--- src/include/tmwd_pkg.sv ---
// Constants shared by the timer and watchdog unit.
// Assumes a single 25 MHz system clock and a 32-bit Avalon-MM register port.
package tmwd_pkg;

	// ------------------------------------------------------------
	// Clock rates in Hz
	// ------------------------------------------------------------
	localparam int unsigned CLK_HZ = 32'h017D_7840;      // 25 MHz block clock
	localparam int unsigned LOW_OSC_HZ = 32'h0005_91C8;  // 365 kHz oscillator
	localparam int unsigned LF_TICK_HZ = LOW_OSC_HZ / 2; // 182.5 kHz
	localparam int unsigned WD_TICK_HZ = 32'h0000_0B22;  // 2.85 kHz
	localparam int unsigned SYS_HZ_20 = 32'h0131_2D00;   // 20 MHz
	localparam int unsigned SYS_HZ_10 = 32'h0098_9680;   // 10 MHz
	localparam int unsigned SYS_HZ_5 = 32'h004C_4B40;    // 5 MHz

	// ------------------------------------------------------------
	// Timing
	// ------------------------------------------------------------
	localparam int unsigned TICK_MS = 32'h0000_000A;     // 10 ms
	localparam int unsigned MS_PER_S = 32'h0000_03E8;
	localparam int unsigned TICK_CYC = CLK_HZ / MS_PER_S * TICK_MS;

	// ------------------------------------------------------------
	// Widths
	// ------------------------------------------------------------
	localparam int SHORT_W = 12;
	localparam int LONG_W = 32;
	localparam int WD_W = 10;

	// ------------------------------------------------------------
	// Register byte offsets
	// ------------------------------------------------------------
	localparam logic [7:0] REG_CTRL = 8'h00;
	localparam logic [7:0] REG_MASK = 8'h04;
	localparam logic [7:0] REG_STATUS = 8'h08;
	localparam logic [7:0] REG_MATCH0 = 8'h10;
	localparam logic [7:0] REG_MATCH1 = 8'h14;
	localparam logic [7:0] REG_MATCH2 = 8'h18;
	localparam logic [7:0] REG_MATCH3 = 8'h1C;
	localparam logic [7:0] REG_COUNT0 = 8'h20;
	localparam logic [7:0] REG_COUNT1 = 8'h24;
	localparam logic [7:0] REG_COUNT2 = 8'h28;
	localparam logic [7:0] REG_COUNT3 = 8'h2C;
	localparam logic [7:0] REG_WD_CTRL = 8'h30;
	localparam logic [7:0] REG_WD_FEED = 8'h34;
	localparam logic [7:0] REG_WD_NMI = 8'h38;
	localparam logic [7:0] REG_WD_LOAD = 8'h3C;
	localparam logic [7:0] REG_WD_COUNT = 8'h40;

	// ------------------------------------------------------------
	// Control fields and reset values
	// ------------------------------------------------------------
	localparam int CTRL_EN_LSB = 0;     // 4 timer enables
	localparam int CTRL_FREE_LSB = 4;   // 4 free-running selects
	localparam int CTRL_CHAIN_BIT = 8;
	localparam int CTRL_GATE_BIT = 9;
	localparam int CTRL_SEL_LSB = 10;   // 2-bit system clock select
	localparam logic [11:0] CTRL_RESET = 12'h200;
	localparam logic [3:0] MASK_RESET = 4'h0;
	localparam logic [11:0] MATCH_S_RESET = 12'hFFF;
	localparam logic [31:0] MATCH_L_RESET = 32'hFFFF_FFFF;
	localparam logic [9:0] WD_NMI_RESET = 10'h300;
	localparam logic [9:0] WD_LOAD_RESET = 10'h3FF;

	typedef enum logic [1:0] {
		TMWD_SYS_20 = 2'h0,
		TMWD_SYS_10 = 2'h1,
		TMWD_SYS_5 = 2'h2
	} tmwd_sysclk_t;

endpackage : tmwd_pkg

--- src/hdl/tmwd_rate_gen.sv ---
// Fractional divider giving one-cycle enable pulses at a chosen rate.
// Assumes rate_hz stays below the block clock rate; zero stops the pulses.
`timescale 1ns/1ps
module tmwd_rate_gen (
	input wire logic clk,            // Block clock
	input wire logic reset,          // Synchronous reset
	input wire logic [31:0] rate_hz, // Wanted pulse rate
	output logic tick                // One-cycle enable
);
	import tmwd_pkg::*;

	logic [31:0] acc;
	logic [31:0] next_acc;

	// Phase sum for this cycle
	always_comb begin
		next_acc = acc + rate_hz;
	end

	// Wrap the phase and emit a pulse on each overflow
	always_ff @(posedge clk) begin
		if (reset) begin
			acc <= 32'h0;
			tick <= 1'b0;
		end else if (next_acc >= CLK_HZ) begin
			acc <= next_acc - CLK_HZ;
			tick <= 1'b1;
		end else begin
			acc <= next_acc;
			tick <= 1'b0;
		end
	end

endmodule : tmwd_rate_gen

--- src/hdl/tmwd_timer.sv ---
// One match timer of selectable width, advanced by an enable pulse.
// Assumes tick is a one-cycle pulse on the block clock.
`timescale 1ns/1ps
module tmwd_timer #(
	parameter int W = 12
) (
	input wire logic clk,            // Block clock
	input wire logic reset,          // Synchronous reset
	input wire logic enable,         // Run; low clears and re-arms
	input wire logic free_run,       // 1 free-running, 0 single-shot
	input wire logic tick,           // Count pulse
	input wire logic [W-1:0] match,  // Match value
	output logic [W-1:0] count,      // Current count
	output logic timeout             // One-cycle match pulse
);
	logic done;

	// Count toward the single match value, then stop or restart
	always_ff @(posedge clk) begin
		if (reset || !enable) begin
			count <= '0;
			done <= 1'b0;
			timeout <= 1'b0;
		end else if (tick && !done && count == match) begin
			count <= '0;
			timeout <= 1'b1;
			done <= !free_run;
		end else begin
			timeout <= 1'b0;
			if (tick && !done) begin
				count <= count + 1'b1;
			end
		end
	end
endmodule : tmwd_timer

--- src/hdl/tmwd_top.sv ---
// Timer and watchdog unit: four match timers, system tick, watchdog.
// Assumes one 25 MHz clock, synchronous reset and an Avalon-MM master.
//
// Chosen here: register access over Avalon-MM and the register addresses.
`timescale 1ns/1ps
module tmwd_top #(
	parameter int unsigned TICK_CYCLES = tmwd_pkg::TICK_CYC
) (
	input wire logic clk,                 // 25 MHz clock
	input wire logic reset,               // Synchronous reset
	input wire logic [7:0] address,       // Byte address
	input wire logic read,                // Read request
	input wire logic write,               // Write request
	input wire logic [31:0] writedata,    // Write data
	input wire logic [3:0] byteenable,    // Byte lanes
	output logic [31:0] readdata,         // Read data
	output logic waitrequest,             // Stall
	output logic [3:0] timer_irq,         // Masked timeout flags
	output logic timer_out,               // Shared event line
	output logic system_tick_exception,   // 10 ms pulse
	output logic wd_nmi,                  // Watchdog warning level
	output logic system_reset             // Watchdog reset pulse
);
	import tmwd_pkg::*;

	// ------------------------------------------------------------
	// Declarations
	// ------------------------------------------------------------
	logic ack;
	logic req;
	logic wr_go;
	logic [31:0] next_readdata;
	logic [11:0] ctrl;
	logic [3:0] irq_mask;
	logic [3:0] flags;
	logic [3:0] flag_clr;
	logic [SHORT_W-1:0] match_s [2];
	logic [LONG_W-1:0] match_l [2];
	logic [SHORT_W-1:0] count_s [2];
	logic [LONG_W-1:0] count_l [2];
	logic [3:0] to;
	logic tick_lf;
	logic tick_sys;
	logic tick_wd;
	logic [31:0] lf_rate;
	logic [31:0] sys_rate;
	logic wd_en;
	logic wd_feed;
	logic wd_expire;
	logic [WD_W-1:0] wd_nmi_val;
	logic [WD_W-1:0] wd_load;
	logic [WD_W-1:0] wd_count;
	logic [31:0] st_cnt;

	// ------------------------------------------------------------
	// Helpers
	// ------------------------------------------------------------

	// Merge write data into a word under byte enables
	function automatic logic [31:0] be_merge(input logic [31:0] old,
		input logic [31:0] wd, input logic [3:0] be);
		logic [31:0] r;
		r = old;
		for (int i = 0; i < 4; i++) begin
			if (be[i]) begin
				r[8*i +: 8] = wd[8*i +: 8];
			end
		end
		return r;
	endfunction : be_merge

	// Long-timer clock rate for a select code
	function automatic logic [31:0] sys_hz(input logic [1:0] sel);
		logic [31:0] r;
		r = SYS_HZ_5;
		if (sel == TMWD_SYS_20) begin
			r = SYS_HZ_20;
		end else if (sel == TMWD_SYS_10) begin
			r = SYS_HZ_10;
		end
		return r;
	endfunction : sys_hz

	// ------------------------------------------------------------
	// Avalon-MM slave
	// ------------------------------------------------------------

	// Every access waits exactly one cycle
	assign req = read | write;
	assign waitrequest = req & ~ack;
	assign wr_go = write & ack;

	// Acknowledge phase
	always_ff @(posedge clk) begin
		if (reset) begin
			ack <= 1'b0;
		end else begin
			ack <= req & ~ack;
		end
	end

	// Read mux, unmapped addresses read as zero
	always_comb begin
		next_readdata = 32'h0;
		if (address == REG_CTRL) begin
			next_readdata[11:0] = ctrl;
		end else if (address == REG_MASK) begin
			next_readdata[3:0] = irq_mask;
		end else if (address == REG_STATUS) begin
			next_readdata[3:0] = flags;
		end else if (address == REG_MATCH0) begin
			next_readdata[SHORT_W-1:0] = match_s[0];
		end else if (address == REG_MATCH1) begin
			next_readdata[SHORT_W-1:0] = match_s[1];
		end else if (address == REG_MATCH2) begin
			next_readdata = match_l[0];
		end else if (address == REG_MATCH3) begin
			next_readdata = match_l[1];
		end else if (address == REG_COUNT0) begin
			next_readdata[SHORT_W-1:0] = count_s[0];
		end else if (address == REG_COUNT1) begin
			next_readdata[SHORT_W-1:0] = count_s[1];
		end else if (address == REG_COUNT2) begin
			next_readdata = count_l[0];
		end else if (address == REG_COUNT3) begin
			next_readdata = count_l[1];
		end else if (address == REG_WD_CTRL) begin
			next_readdata[0] = wd_en;
		end else if (address == REG_WD_NMI) begin
			next_readdata[WD_W-1:0] = wd_nmi_val;
		end else if (address == REG_WD_LOAD) begin
			next_readdata[WD_W-1:0] = wd_load;
		end else if (address == REG_WD_COUNT) begin
			next_readdata[WD_W-1:0] = wd_count;
		end
	end

	// Read data captured in the stall cycle, held until the next read
	always_ff @(posedge clk) begin
		if (reset) begin
			readdata <= 32'h0;
		end else if (read && !ack) begin
			readdata <= next_readdata;
		end
	end

	// ------------------------------------------------------------
	// Configuration registers
	// ------------------------------------------------------------

	// Control, mask and match values
	always_ff @(posedge clk) begin
		if (reset) begin
			ctrl <= CTRL_RESET;
			irq_mask <= MASK_RESET;
			match_s[0] <= MATCH_S_RESET;
			match_s[1] <= MATCH_S_RESET;
			match_l[0] <= MATCH_L_RESET;
			match_l[1] <= MATCH_L_RESET;
		end else if (wr_go) begin
			if (address == REG_CTRL) begin
				ctrl <= 12'(be_merge({20'h0, ctrl}, writedata, byteenable));
			end else if (address == REG_MASK) begin
				irq_mask <= 4'(be_merge({28'h0, irq_mask}, writedata, byteenable));
			end else if (address == REG_MATCH0) begin
				match_s[0] <= 12'(be_merge({20'h0, match_s[0]}, writedata, byteenable));
			end else if (address == REG_MATCH1) begin
				match_s[1] <= 12'(be_merge({20'h0, match_s[1]}, writedata, byteenable));
			end else if (address == REG_MATCH2) begin
				match_l[0] <= be_merge(match_l[0], writedata, byteenable);
			end else if (address == REG_MATCH3) begin
				match_l[1] <= be_merge(match_l[1], writedata, byteenable);
			end
		end
	end

	// ------------------------------------------------------------
	// Timer clocks
	// ------------------------------------------------------------

	// Gate and select the two count rates
	always_comb begin
		lf_rate = ctrl[CTRL_GATE_BIT] ? LF_TICK_HZ : 32'h0;
		sys_rate = 32'h0;
		if (ctrl[CTRL_GATE_BIT]) begin
			sys_rate = sys_hz(ctrl[CTRL_SEL_LSB +: 2]);
		end
	end

	// Short-timer rate
	tmwd_rate_gen u_lf_rate (
		.clk(clk),
		.reset(reset),
		.rate_hz(lf_rate),
		.tick(tick_lf)
	);

	// Long-timer rate
	tmwd_rate_gen u_sys_rate (
		.clk(clk),
		.reset(reset),
		.rate_hz(sys_rate),
		.tick(tick_sys)
	);

	// Watchdog rate, never gated
	tmwd_rate_gen u_wd_rate (
		.clk(clk),
		.reset(reset),
		.rate_hz(WD_TICK_HZ),
		.tick(tick_wd)
	);

	// ------------------------------------------------------------
	// Timers
	// ------------------------------------------------------------

	// Short timers; timer 1 counts timer 0 wraps when chained
	tmwd_timer #(.W(SHORT_W)) u_short0 (
		.clk(clk),
		.reset(reset),
		.enable(ctrl[CTRL_EN_LSB]),
		.free_run(ctrl[CTRL_FREE_LSB]),
		.tick(tick_lf),
		.match(match_s[0]),
		.count(count_s[0]),
		.timeout(to[0])
	);

	tmwd_timer #(.W(SHORT_W)) u_short1 (
		.clk(clk),
		.reset(reset),
		.enable(ctrl[CTRL_EN_LSB+1]),
		.free_run(ctrl[CTRL_FREE_LSB+1]),
		.tick(ctrl[CTRL_CHAIN_BIT] ? to[0] : tick_lf),
		.match(match_s[1]),
		.count(count_s[1]),
		.timeout(to[1])
	);

	// Long timers on the system clock rate
	for (genvar g = 0; g < 2; g++) begin : g_long
		tmwd_timer #(.W(LONG_W)) u_long (
			.clk(clk),
			.reset(reset),
			.enable(ctrl[CTRL_EN_LSB+2+g]),
			.free_run(ctrl[CTRL_FREE_LSB+2+g]),
			.tick(tick_sys),
			.match(match_l[g]),
			.count(count_l[g]),
			.timeout(to[2+g])
		);
	end

	// ------------------------------------------------------------
	// Timeout flags and outputs
	// ------------------------------------------------------------

	// Write-one-to-clear on the status byte
	always_comb begin
		flag_clr = 4'h0;
		if (wr_go && address == REG_STATUS && byteenable[0]) begin
			flag_clr = writedata[3:0];
		end
	end

	// Sticky flags, a new timeout beats a clear
	always_ff @(posedge clk) begin
		if (reset) begin
			flags <= 4'h0;
		end else begin
			flags <= (flags & ~flag_clr) | to;
		end
	end

	// Masked interrupts and the shared line
	always_ff @(posedge clk) begin
		if (reset) begin
			timer_irq <= 4'h0;
			timer_out <= 1'b0;
		end else begin
			timer_irq <= flags & irq_mask;
			timer_out <= |to;
		end
	end

	// ------------------------------------------------------------
	// System tick
	// ------------------------------------------------------------

	// Free-running 10 ms period
	always_ff @(posedge clk) begin
		if (reset) begin
			st_cnt <= 32'h0;
			system_tick_exception <= 1'b0;
		end else if (st_cnt == 32'(TICK_CYCLES - 1)) begin
			st_cnt <= 32'h0;
			system_tick_exception <= 1'b1;
		end else begin
			st_cnt <= st_cnt + 32'h1;
			system_tick_exception <= 1'b0;
		end
	end

	// ------------------------------------------------------------
	// Watchdog
	// ------------------------------------------------------------

	assign wd_feed = wr_go && address == REG_WD_FEED;
	assign wd_expire = wd_en && tick_wd && !wd_feed && wd_count == wd_load;

	// Enable, warning value and timeout value
	always_ff @(posedge clk) begin
		if (reset) begin
			wd_en <= 1'b0;
			wd_nmi_val <= WD_NMI_RESET;
			wd_load <= WD_LOAD_RESET;
		end else if (wd_expire) begin
			wd_en <= 1'b0;
		end else if (wr_go) begin
			if (address == REG_WD_CTRL && byteenable[0]) begin
				wd_en <= writedata[0];
			end else if (address == REG_WD_NMI) begin
				wd_nmi_val <= 10'(be_merge({22'h0, wd_nmi_val}, writedata, byteenable));
			end else if (address == REG_WD_LOAD) begin
				wd_load <= 10'(be_merge({22'h0, wd_load}, writedata, byteenable));
			end
		end
	end

	// Counter, held at zero while disabled
	always_ff @(posedge clk) begin
		if (reset || !wd_en) begin
			wd_count <= '0;
		end else if (wd_feed) begin
			wd_count <= '0;
		end else if (tick_wd) begin
			wd_count <= (wd_count == wd_load) ? '0 : wd_count + 1'b1;
		end
	end

	// Warning level and reset pulse
	always_ff @(posedge clk) begin
		if (reset) begin
			wd_nmi <= 1'b0;
			system_reset <= 1'b0;
		end else begin
			wd_nmi <= wd_en && wd_count >= wd_nmi_val;
			system_reset <= wd_expire;
		end
	end
endmodule : tmwd_top

--- config.mk ---
export PLATFORM = sky130hd
export DESIGN_NAME = tmwd_top
export DESIGN_NICKNAME = d
export VERILOG_FILES = /design/src/include/tmwd_pkg.sv /design/src/hdl/tmwd_rate_gen.sv /design/src/hdl/tmwd_timer.sv /design/src/hdl/tmwd_top.sv
export SDC_FILE = /design/constraint.sdc
export NUM_CORES = 1
export LEC_CHECK = 0
export ABC_AREA = 0
export BUFFER_PORTS_ARGS = -buffer_cell sky130_fd_sc_hd__clkbuf_2
export CELL_PAD_IN_SITES_DETAIL_PLACEMENT = 2
export CELL_PAD_IN_SITES_GLOBAL_PLACEMENT = 2
export CORE_ASPECT_RATIO = 1.75
export CORE_MARGIN = 5
export CORE_UTILIZATION = 35
export CTS_CLUSTER_DIAMETER = 40
export DETAILED_ROUTE_END_ITERATION = 6
export GPL_ROUTABILITY_DRIVEN = 0
export PLACE_DENSITY = 0.81
export SETUP_SLACK_MARGIN = 0.05
export SYNTH_ARGS = -nofsm -noshare
export SYNTH_HDL_FRONTEND = slang
export SYNTH_SLANG_ARGS = --single-unit
--- constraint.sdc ---
create_clock -name clk -period 4.45 [get_ports clk]
set_clock_uncertainty 0.2 [all_clocks]
set_input_delay 0.445 -clock clk [delete_from_list [all_inputs] [get_ports clk]]
set_output_delay 0.445 -clock clk [all_outputs]
set_load 0.01 [all_outputs]
==> results of run 1 <==
## Yosys cell counts, types with 19 or more instances
cell | number | area (sq um)
ha_1 | 36 | 450.4
xnor2_1 | 187 | 1638
nand2_1 | 193 | 724.4
nor4_1 | 28 | 175.2
mux2i_1 | 34 | 340.3
nor2_1 | 384 | 1441
dfxtp_1 | 310 | 6206
nand4_1 | 63 | 394.1
a21oi_1 | 143 | 715.7
or2_2 | 60 | 375.4
clkbuf_1 | 85 | 319.1
xor2_1 | 152 | 1331
a21o_1 | 21 | 157.7
nor3b_1 | 19 | 142.6
nor3_1 | 46 | 230.2
a211oi_1 | 23 | 172.7
nand3_1 | 125 | 625.6
and2_1 | 19 | 118.9
edfxtp_1 | 88 | 2643
o21ai_0 | 62 | 310.3
o21a_1 | 19 | 142.6
nor2b_1 | 35 | 219.0
or3_1 | 19 | 118.9
inv_1 | 50 | 187.7
and3_1 | 53 | 331.6
a22oi_1 | 63 | 473.0
buf_2 | 21 | 105.1
## how the worst min path moves through the flow
stage,start,cells after the start,slack (ns),end
2_1_floorplan,irq_mask[3]$_SDFFE_PP0P_,2,0.22,timer_irq[3]$_SDFF_PP0_
3_3_place_gp,st_cnt[0]$_SDFF_PP0_,1,0.23,st_cnt[0]$_SDFF_PP0_
3_5_place_dp,u_short0.done$_SDFFE_PP0P_,1,0.26,u_short0.done$_SDFFE_PP0P_
4_1_cts,writedata[7],3,0.03,ctrl[7]$_SDFFE_PP0P_
5_1_grt,writedata[7],3,0.04,ctrl[7]$_SDFFE_PP0P_
6_report,writedata[6],3,0.07,ctrl[6]$_SDFFE_PP0P_
## power by group through the flow
stage,logic (uW),registers [uW],clock network (uW)
floorplan,3310,4230,0
global placement,4290,4500,0
detailed placement,4550,4530,0
CTS,4660,4460,4700
global route,5440,4500,4850
finish,5050,4470,4620
## metrics by stage
| step | hold slack [ns] | cells | TNS, ns | instance area [sq um] | setup slack [ns] |
|---|---|---|---|---|---|
| 5_1_grt | 0.04008 | 3658 | -0.3081 | 26970 | -0.03919 |
| 6_report | 0.06974 | 3658 | 0 | 26970 | 0.1789 |
| 3_5_place_dp | 0.2581 | 3512 | -1.308 | 24430 | -0.1588 |
| 2_1_floorplan | 0.2217 | 2648 | 0 | 22800 | 0.09037 |
| 4_1_cts | 0.02539 | 3637 | 0 | 26600 | 0.05005 |
| 3_3_place_gp | 0.2344 | 3512 | 0 | 24430 | 0.1372 |
## sequential cells by signal, summed over array words and instances, names as in the netlist, 2 cells and up
signal and count:
st_cnt 32, wd_nmi_val 10, ctrl 12, u_short0.count 12, irq_mask 4, wd_count 10
g_long.u_long.timeout 2, match_l 64, readdata 32, match_s 24, wd_load 10, timer_irq 4
g_long.u_long.done 2, flags 4, u_sys_rate.acc 26, u_wd_rate.acc 31, g_long.u_long.count 64, u_short1.count 12
u_lf_rate.acc 30
## what timing repair did
item / in CTS / in global routing
buffers inserted: 0 / 18
resized for setup: 9 / 51
pin swaps: 0 / 16
setup endpoints to repair: 39 / 64
hold buffers: 24 / 0
endpoints found under the hold margin: 60 / 0
## layer usage
layer,vias up,GRT usage,wire length [um]
li1,9768,-,-
met1,10830,0.2411,32260
met2,616,0.5122,52290
met3,364,0.03064,3204
met4,0,0.1936,8705
met5,-,0,0
## cell families after synthesis
family / share of synthesized area
AND/OR/NAND/NOR: 0.2471
AO/OA/AOI/OAI: 0.1613
flip-flops: 0.3882
XOR/XNOR: 0.1310
buffers and inverters: 0.03529
multiplexers: 0.01740
adder cells (fa/ha/maj): 0.01976
## worst max-delay path: cells and delay by family, from the launching register on
| kind | cells | cell delay [ns] |
|---|---|---|
| AO/OA/AOI/OAI | 3 | 0.81 |
| XOR/XNOR | 2 | 0.26 |
| adder cells (fa/ha/maj) | 1 | 0.30 |
| buffers and inverters | 2 | 0.38 |
| flip-flops | 1 | 0.41 |
| AND/OR/NAND/NOR | 6 | 1.75 |
## layout make-up
type | count | area share
Multi-Input combinational cell | 2064 | 0.4969
Sequential cell | 398 | 0.3282
Timing Repair Buffer | 229 | 0.05975
Clock buffer | 62 | 0.05427
Tap cell | 812 | 0.03767
Clock inverter | 39 | 0.01582
Inverter | 51 | 0.007097
Antenna cell | 3 | 0.0002783
==> key figures, run 1 <==
Floorplan
  • Ports: 89
  • Core area: ~0.064 sq mm
  • Die Width: between 200 and 250 um
  • Full die area: 0.07053 sq mm
  • Initial Util: 0.3535
  • Row count: 123
  • Die Y: approximately 350 um

Job
  • Max-cap violations: 0

Drt
  • DR pass1 iterations: 7
  • Antenna Nets Post-Route: 0
  • DRC violation count after routing: 0
  • Vias/cell: around 6
  • Vias: approximately 22k
  • DR WL/cell: approximately 26 um
  • Initial drt markers: 1202
  • Routed wire length: around 96000 um

STA
  • RSZ-0062 raised after global routing: yes
  • Final period util: 0.9598
  • Fmax: 234.1 MHz
  • Final min period: ~4.3 ns
  • Final Hold Viols: 0
  • Final number of setup-violating endpoints: 0
  • Measured slew at the worst slew-check pin: 1.077 ns
  • Max-slew violation count: 0
  • Rel. slew slack: 0.2791

Final layout
  • Area occupied by multi-input gates: 0.01340 sq mm
  • Share of cells above drive strength 1: 0.1607
  • Commonest non-fill, non-tap cell in the layout: nor2_1
  • FF/Latch Area: 0.008853 sq mm
  • Most frequent cells in the layout: 378 x nor2_1, 308 x dfxtp_1, 192 x nand2_1, 186 x xnor2_1, 151 x xor2_1
  • Post-layout nets: between 2k and 3k
  • Layout area overhead: 18.33%
  • Fin util: 0.4183
  • Fill count: 7070

Logic synthesis
  • Ys async rst share: 0
  • Synth Register Bits: roughly 400
  • Net Count, Synth: approximately 2.7k
  • Ys flop type: dfxtp_1
  • Post-synth EDFFs: 88
  • Synth Instances: 2648
  • Post-Syn Area: 0.02280 sq mm
  • Syn Area/Cell: between 8 and 9 sq um
  • Sequential share of the synthesized area: 0.3882
  • Yosys Warn Count: 0
  • Netlist cell types: between 90 and 100

Pwr
  • Leakage: between 0.009 and 0.01 uW
  • Sequential share of power: 0.316
  • Power per cell area: between 500 and 600 mW/mm^2
  • Clk pwr share: 0.327
  • Peak supply drop: between 0.0003 and 0.0004 V
  • Switching Fraction: 0.3803
  • Sw power: 5375 uW
  • P_int: 8760 uW
  • Combinational share of power: 0.357
  • Design Power: between 10000 and 15000 uW

Clock network
  • TritonCTS clock tree: yes
  • H-tree levels: 2
  • Number of buffers created by CTS: 54
  • Clk pin slew, worst setup/hold paths: roughly 0.06 ns
  • Root Buffer: clkbuf_16
  • Clock sink count: 398
  • Insertion delay to the later sink of the worst-skew pair: between 0.6 and 0.7 ns
  • CTS Buffer Depth: 3

Setup path
  • Reg-to-Reg Start: ctrl[9]$_SDFFE_PP1P_
  • Worst EP required: roughly 4.7 ns
  • Critical path's slowest cell: a221oi_4
  • Worst Reg2Reg Path Length in Cells: 14
  • Reg-to-reg endpoint: u_lf_rate.acc[30]$_SDFF_PP0_
  • CP startpoint kind: flip-flop
  • CP max FO: 10
  • Crit-path max cell delay: around 0.42 ns
  • Reg2Reg Setup Slack: around 0.18 ns
  • CP Cell Sequence: buf_4 > ha_1 > nand4_1 > a221oi_4 > and2_2 > xnor2_1 > o2bb2ai_1 > nand4b_1 > and4b_1 > a211oi_2 > buf_4 > nor4b_1 > xnor2_1 > nor2_1
  • Critical path type: reg -> reg
  • Worst setup path startpoint: ctrl[9]$_SDFFE_PP1P_
  • Critical Path Sink Type: flip-flop
  • Arrival time at the worst endpoint: 4.54 ns
  • Setup crit end: u_lf_rate.acc[30]$_SDFF_PP0_

GRT
  • First-pass GRT wire length: 144200 um
  • Vias in the first global route: approximately 24k
  • Remaining global-route overflow: 0
  • Initial antenna violation count: 2
  • GR Util All Layers: 0.2606
  • Largest net degree at the start of global routing: 162

Placement
  • DP HPWL: about 72000 um
  • Input/output buffers: 88

Status
  • Status: completed

Min path
  • HP Class: in -> reg
No activity file was read; power rests on OpenSTA's default activity.
==> inputs of run 2 (changes only) <==
- CORE_ASPECT_RATIO: 1.75 -> unset
==> key figures, run 2 (synthesis gave the netlist of run 1 again) <==
Setup path
  • Crit-path max cell delay: 0.58 ns (was 0.42 ns)
  • CP max FO: 22 (was 10)
  • Critical path's slowest cell: o311ai_2 (was a221oi_4)
  • CP Cell Sequence: buf_4 > a21oi_1 > o311ai_2 > nor2_1 > a211o_4 > o211a_1 > a2111o_1 > nor2_2 > and4bb_4 > o211ai_4 > buf_12 > buf_4 > and3_1 > nor3_1 (was buf_4 > ha_1 > nand4_1 > a221oi_4 > and2_2 > xnor2_1 > o2bb2ai_1 > nand4b_1 > and4b_1 > a211oi_2 > buf_4 > nor4b_1 > xnor2_1 > nor2_1)
  • Critical Path Sink Type: flip-flop (unchanged)
  • CP most frequent cell: buf_4
  • Critical path type: reg -> reg (unchanged)
  • CP startpoint kind: flip-flop (unchanged)
  • Worst EP required: 4.78 ns (was 4.72 ns)
  • Reg2Reg Setup Slack: -0.12 ns (was 0.18 ns)
  • Arrival time at the worst endpoint: 4.91 ns (was 4.54 ns)

Final layout
  • Share of cells above drive strength 1: 0.1828 (was 0.1607)
  • Fill count: 6828 (was 7070)
  • Finished Cell Area: 0.02803 sq mm (was 0.02697 sq mm)
  • Post-layout nets: 2901 (was 2882)
  • Final cell count without fillers: 3739 (was 3658)
  • Top Registers: g_long.u_long.count (64), match_l (64) (unchanged)
  • Commonest non-fill, non-tap cell in the layout: nor2_1 (unchanged)
  • Most frequent cells in the layout: 379 x nor2_1, 306 x dfxtp_1, 192 x nand2_1, 183 x xnor2_1, 147 x xor2_1 (was 378 x nor2_1, 308 x dfxtp_1, 192 x nand2_1, 186 x xnor2_1, 151 x xor2_1)
  • Layout area overhead: 22.98% (was 18.33%)

Floorplan
  • Core area: 0.06446 sq mm (was 0.06448 sq mm)
  • Die Width: 265.2 um (was 202.9 um)
  • Row count: 93 (was 123)
  • Ports: 89 (unchanged)
  • Initial Util: 0.3536 (was 0.3535)
  • Full die area: 0.07033 sq mm (was 0.07053 sq mm)
  • Die Y: 265.2 um (was 347.6 um)

Pwr
  • Peak supply drop: 0.0002979 V (was 0.0003257 V)
  • Design Power: 16180 uW (was 14140 uW)
  • Leakage: 0.009748 uW (was 0.009397 uW)
  • Power per cell area: 577.2 mW/mm^2 (was 524.0 mW/mm^2)

GRT
  • Vias in the first global route: 25.32k (was 24.34k)
  • GR Util All Layers: 0.2978 (was 0.2606)
  • M1 GR Usage: 0.3583 (was 0.2411)
  • Initial antenna violation count: 6 (was 2)
  • Remaining global-route overflow: 0 (unchanged)
  • Largest net degree at the start of global routing: 74 (was 162)
  • First-pass GRT wire length: 164400 um (was 144200 um)
  • Met2 Usage GRT: 0.5059 (was 0.5122)
  • GRT busiest layer: met2 (unchanged)
  • Routing usage on met3: 0.06373 (was 0.03064)

Placement
  • Cells after DPL: 3538 (was 3512)
  • Pre-CTS WS: -0.2350 ns (was -0.1588 ns)
  • DP HPWL: 65050 um (was 71830 um)
  • Input/output buffers: 88 (unchanged)
  • Placed inst area: 0.02433 sq mm (was 0.02443 sq mm)

Clock network
  • Root Buffer: clkbuf_16 (unchanged)
  • Clock sink count: 398 (unchanged)
  • H-tree levels: 3 (was 2)
  • Insertion delay to the later sink of the worst-skew pair: 0.68 ns (was 0.63 ns)
  • CTS Buffer Depth: 3 (unchanged)
  • Number of buffers created by CTS: 76 (was 54)
  • Clk pin slew, worst setup/hold paths: 0.06 ns (about the same)
  • TritonCTS clock tree: yes (unchanged)

Status
  • Status: finished with violations (was completed)
  • Failing checks: DRC, setup timing

STA
  • Slack of the critical path: -0.1216 ns (was 0.1789 ns)
  • Rel. slew slack: 0.04967 (was 0.2791)
  • WHS: 0.04380 ns (was 0.06974 ns)
  • Max-slew violation count: 0 (unchanged)
  • Final period util: 1.027 (was 0.9598)
  • Fmax: 218.7 MHz (was 234.1 MHz)
  • Measured slew at the worst slew-check pin: 1.423 ns (was 1.077 ns)
  • Final Hold Viols: 0 (unchanged)
  • Final min period: 4.572 ns (was 4.271 ns)
  • RSZ-0062 raised after global routing: yes (unchanged)
  • Final number of setup-violating endpoints: 22 (was 0)

Drt
  • Routed wire length: 118800 um (was 96460 um)
  • Vias/cell: 6.430 (was 5.900)
  • Vias: 24.04k (was 21.58k)
  • DR pass1 iterations: 7 (unchanged)
  • Initial drt markers: 2527 (was 1202)
  • DRC violation count after routing: 4 (was 0)
  • Antenna Nets Post-Route: 0 (unchanged)
  • DR WL/cell: 31.78 um (was 26.37 um)

Job
  • Max-cap violations: 0 (unchanged)

Min path
  • HP Class: in -> reg (unchanged)
[run 2: cell count changes in the layout (fill, tap and decap cells not counted), sizes merged, moves of 3 or more]
cell         change
clkbuf          +27
diode            +3
clkinv           +7
dlygate4sd3      -3
clkinvlp         +7
inv              -5
[run 2: worst paths after layout]
check                                           startpoint                             to  cells past startpoint
worst min-delay path                          writedata[5]           ctrl[5]$_SDFFE_PP0P_                      3
worst max register to register       ctrl[10]$_SDFFE_PP0P_  u_sys_rate.acc[12]$_SDFF_PP0_                     14
worst min register to register  u_short1.done$_SDFFE_PP0P_     u_short1.done$_SDFFE_PP0P_                      1
worst max-delay path                 ctrl[10]$_SDFFE_PP0P_  u_sys_rate.acc[12]$_SDFF_PP0_                     14
[run 2: critical path, delay by kind of cell (launching register included)]
kind	cells	cell delay, ns
AO/OA/AOI/OAI	6	1.95
AND/OR/NAND/NOR	5	1.20
buffers and inverters	3	0.68
flip-flops	1	0.43
[run 2: power breakdown]
group          internal [uW]  switching (uW)  total [uW]  leakage, uW
Combinational           2100            3420        5530      0.00537
Sequential              3980             515        4500      0.00313
Clock                   3680            2470        6160      0.00126
[run 2: stage by stage]
stage                     TNS, ns  utilization
after floorplan                 0            -
final                      -1.016       0.4349
after CTS                       0       0.4252
after global routing       -5.791       0.4346
after detailed placement   -2.296       0.3774
after global placement          0       0.3774
[run 2: metal layers]
| metal | part of all wire | vias to the layer above |
|---|---|---|
| li1 | - | 9838 |
| met1 | 0.37 | 12080 |
| met2 | 0.48 | 1551 |
| met3 | 0.091 | 571 |
| met4 | 0.065 | 6 |
| met5 | 0.00036 | - |
[run 2: cell type report]
class / count / area (sq um) / area share
clock buffer: 90 / 2016 / 0.07190
timing repair buffer: 226 / 1570 / 0.05601
clock inverter: 49 / 623.1 / 0.02223
multi-input combinational: 2064 / 13690 / 0.4883
sequential: 398 / 8859 / 0.3160
antenna: 6 / 15.01 / 0.0005356
inverter: 51 / 191.4 / 0.006829
tap: 855 / 1070 / 0.03816
[run 2: what timing repair did]
action	in CTS	in global routing
endpoints found under the setup margin	49	60
hold buffers	21	0
pin swaps	5	23
endpoints found under the hold margin	41	0
buffers inserted	9	27
gates resized for setup	32	88
==> inputs of run 3 (changes only) <==
- CELL_PAD_IN_SITES_DETAIL_PLACEMENT: 2 -> 0
- CELL_PAD_IN_SITES_GLOBAL_PLACEMENT: 2 -> 1
- CORE_UTILIZATION: 35 -> 44
- PLACE_DENSITY: 0.81 -> 0.83
==> key figures, run 3 (synthesis gave the netlist of run 1 again) <==
Setup path
  • Critical path's slowest cell: o31ai_1 (was o311ai_2)
  • CP startpoint kind: flip-flop (unchanged)
  • Worst EP required: 4.77 ns (was 4.78 ns)
  • Critical path type: reg -> reg (unchanged)
  • CP Cell Sequence: nand2b_4 > nor2_1 > buf_4 > ha_1 > inv_1 > o31ai_1 > a21oi_1 > o21ai_1 > o311ai_2 > nor2_1 > xor2_1 > a41oi_4 > o211ai_4 > buf_4 > and3_1 > nor3_1 (was buf_4 > a21oi_1 > o311ai_2 > nor2_1 > a211o_4 > o211a_1 > a2111o_1 > nor2_2 > and4bb_4 > o211ai_4 > buf_12 > buf_4 > and3_1 > nor3_1)
  • Crit-path max cell delay: 0.50 ns (was 0.58 ns)
  • Critical Path Sink Type: flip-flop (unchanged)
  • CP max FO: 12 (was 22)
  • Arrival time at the worst endpoint: 4.58 ns (was 4.91 ns)
  • Reg2Reg Setup Slack: 0.19 ns (was -0.12 ns)

Clock network
  • Clock sink count: 398 (unchanged)
  • Insertion delay to the later sink of the worst-skew pair: 0.61 ns (was 0.68 ns)
  • Root Buffer: clkbuf_16 (unchanged)
  • TritonCTS clock tree: yes (unchanged)
  • H-tree levels: 2 (was 3)
  • Number of buffers created by CTS: 59 (was 76)
  • CTS Buffer Depth: 3 (unchanged)
  • Clk pin slew, worst setup/hold paths: 0.05 ns (was 0.06 ns)

Final layout
  • Fill count: 4709 (was 6828)
  • Antenna Cells: 0 (was 6)
  • Most frequent cells in the layout: 380 x nor2_1, 309 x dfxtp_1, 193 x nand2_1, 186 x xnor2_1, 152 x xor2_1 (was 379 x nor2_1, 306 x dfxtp_1, 192 x nand2_1, 183 x xnor2_1, 147 x xor2_1)
  • Commonest non-fill, non-tap cell in the layout: nor2_1 (unchanged)
  • FF/Latch Area: 0.008852 sq mm (was 0.008859 sq mm)
  • Finished Cell Area: 0.02654 sq mm (was 0.02803 sq mm)
  • Top Registers: g_long.u_long.count (64), match_l (64) (unchanged)
  • Share of cells above drive strength 1: 0.1443 (was 0.1828)
  • Area occupied by multi-input gates: 0.01331 sq mm (was 0.01369 sq mm)
  • Layout area overhead: 16.42% (was 22.98%)
  • Post-layout nets: 2849 (was 2901)

STA
  • Fmax: 234.7 MHz (was 218.7 MHz)
  • Final min period: 4.260 ns (was 4.572 ns)
  • Rel. slew slack: 0.2336 (was 0.04967)
  • Final period util: 0.9574 (was 1.027)
  • Measured slew at the worst slew-check pin: 1.148 ns (was 1.423 ns)
  • Final Hold Viols: 0 (unchanged)
  • RSZ-0062 raised after global routing: yes (unchanged)
  • Final number of setup-violating endpoints: 0 (was 22)
  • Max-slew violation count: 0 (unchanged)
  • Slack of the critical path: 0.1896 ns (was -0.1216 ns)

Floorplan
  • Row count: 83 (was 93)
  • Core area: 0.05130 sq mm (was 0.06446 sq mm)
  • Initial Util: 0.4443 (was 0.3536)
  • Ports: 89 (unchanged)
  • Full die area: 0.05646 sq mm (was 0.07033 sq mm)
  • Die Width: 237.6 um (was 265.2 um)
  • Die Y: 237.6 um (was 265.2 um)

Pwr
  • Leakage: 0.009238 uW (was 0.009748 uW)
  • Design Power: 13510 uW (was 16180 uW)
  • Peak supply drop: 0.0003302 V (was 0.0002979 V)
  • Power per cell area: 509.1 mW/mm^2 (was 577.2 mW/mm^2)

Drt
  • DR WL/cell: 20.25 um (was 31.78 um)
  • DRC violation count after routing: 0 (was 4)
  • DR pass1 iterations: 7 (unchanged)
  • Vias: 20.76k (was 24.04k)
  • Vias/cell: 5.943 (was 6.430)
  • Initial drt markers: 2049 (was 2527)
  • Length of routed met3 wiring: 5860 um (was 10840 um)
  • Top Layer Used: met5 (unchanged)
  • Met2 wire length: 31950 um (was 56450 um)
  • Antenna Nets Post-Route: 0 (unchanged)
  • M1 wire length: 30010 um (was 43710 um)
  • Routed wire length: 70760 um (was 118800 um)

GRT
  • Vias in the first global route: 19.89k (was 25.32k)
  • Largest net degree at the start of global routing: 70 (was 74)
  • First-pass GRT wire length: 110100 um (was 164400 um)
  • Remaining global-route overflow: 0 (unchanged)
  • GR Util All Layers: 0.2403 (was 0.2978)
  • Initial antenna violation count: 1 (was 6)

Placement
  • Input/output buffers: 88 (unchanged)
  • DP HPWL: 51950 um (was 65050 um)
  • Pre-CTS WS: 0.02445 ns (was -0.2350 ns)
  • Placed inst area: 0.02407 sq mm (was 0.02433 sq mm)

Job
  • Max-cap violations: 0 (unchanged)

Min path
  • HP Class: in -> reg (unchanged)

Status
  • Status: completed (was finished with violations)
## run 3: worst paths after layout
| check | start | endpoint | cells past startpoint |
|---|---|---|---|
| worst min-delay path | write | ack$_SDFF_PP0_ | 3 |
| worst max register to register | ctrl[9]$_SDFFE_PP1P_ | u_sys_rate.acc[12]$_SDFF_PP0_ | 16 |
| worst max-delay path | ctrl[9]$_SDFFE_PP1P_ | u_sys_rate.acc[12]$_SDFF_PP0_ | 16 |
| worst min register to register | st_cnt[0]$_SDFF_PP0_ | st_cnt[0]$_SDFF_PP0_ | 1 |
## run 3: worst max-delay path: cells and delay by family (launching register included)
family	cells	cell delay [ns]
adder cells (fa/ha/maj)	1	0.43
AND/OR/NAND/NOR	5	0.74
buffers and inverters	3	0.54
AO/OA/AOI/OAI	6	1.68
flip-flops	1	0.41
XOR/XNOR	1	0.17
## run 3: final cells by class
type	instances	share of cell area
multi-input cells	2065	0.5017
flip-flops and latches	398	0.3336
clock buffers	68	0.05804
repair buffers	190	0.04823
well taps	680	0.03206
clock inverters	42	0.01924
inverters	51	0.007213
## run 3: metal layers
layer | global-route usage | up-vias
li1 | - | 9756
met1 | 0.3176 | 9946
met2 | 0.3877 | 858
met3 | 0.05093 | 202
met4 | 0.09306 | 2
met5 | 0 | -
## run 3: through the flow
| step | utilization | TNS [ns] | hold WS [ns] | cells |
|---|---|---|---|---|
| after floorplan | - | 0 | 0.2217 | 2648 |
| after global placement | 0.4691 | 0 | 0.2383 | 3355 |
| after detailed placement | 0.4691 | 0 | 0.2527 | 3355 |
| after CTS | 0.5135 | 0 | 0.004697 | 3487 |
| after global routing | 0.5173 | -0.06412 | 0.01522 | 3494 |
| final | 0.5173 | 0 | 0.03099 | 3494 |
## run 3: repair_timing
action,CTS,global route
cloned,0,1
hold buffers,22,0
setup buffers,0,6
pin swaps,0,3
endpoints found under the hold margin,42,0
resized for setup,3,30
setup endpoints to repair,2,49
## run 3: where the power goes
part / internal [uW] / total, uW / leakage, uW / switching [uW]
Combinational: 1810 / 4270 / 0.00512 / 2460
Sequential: 3980 / 4430 / 0.00312 / 443
Clock: 3020 / 4810 / 0.000990 / 1790
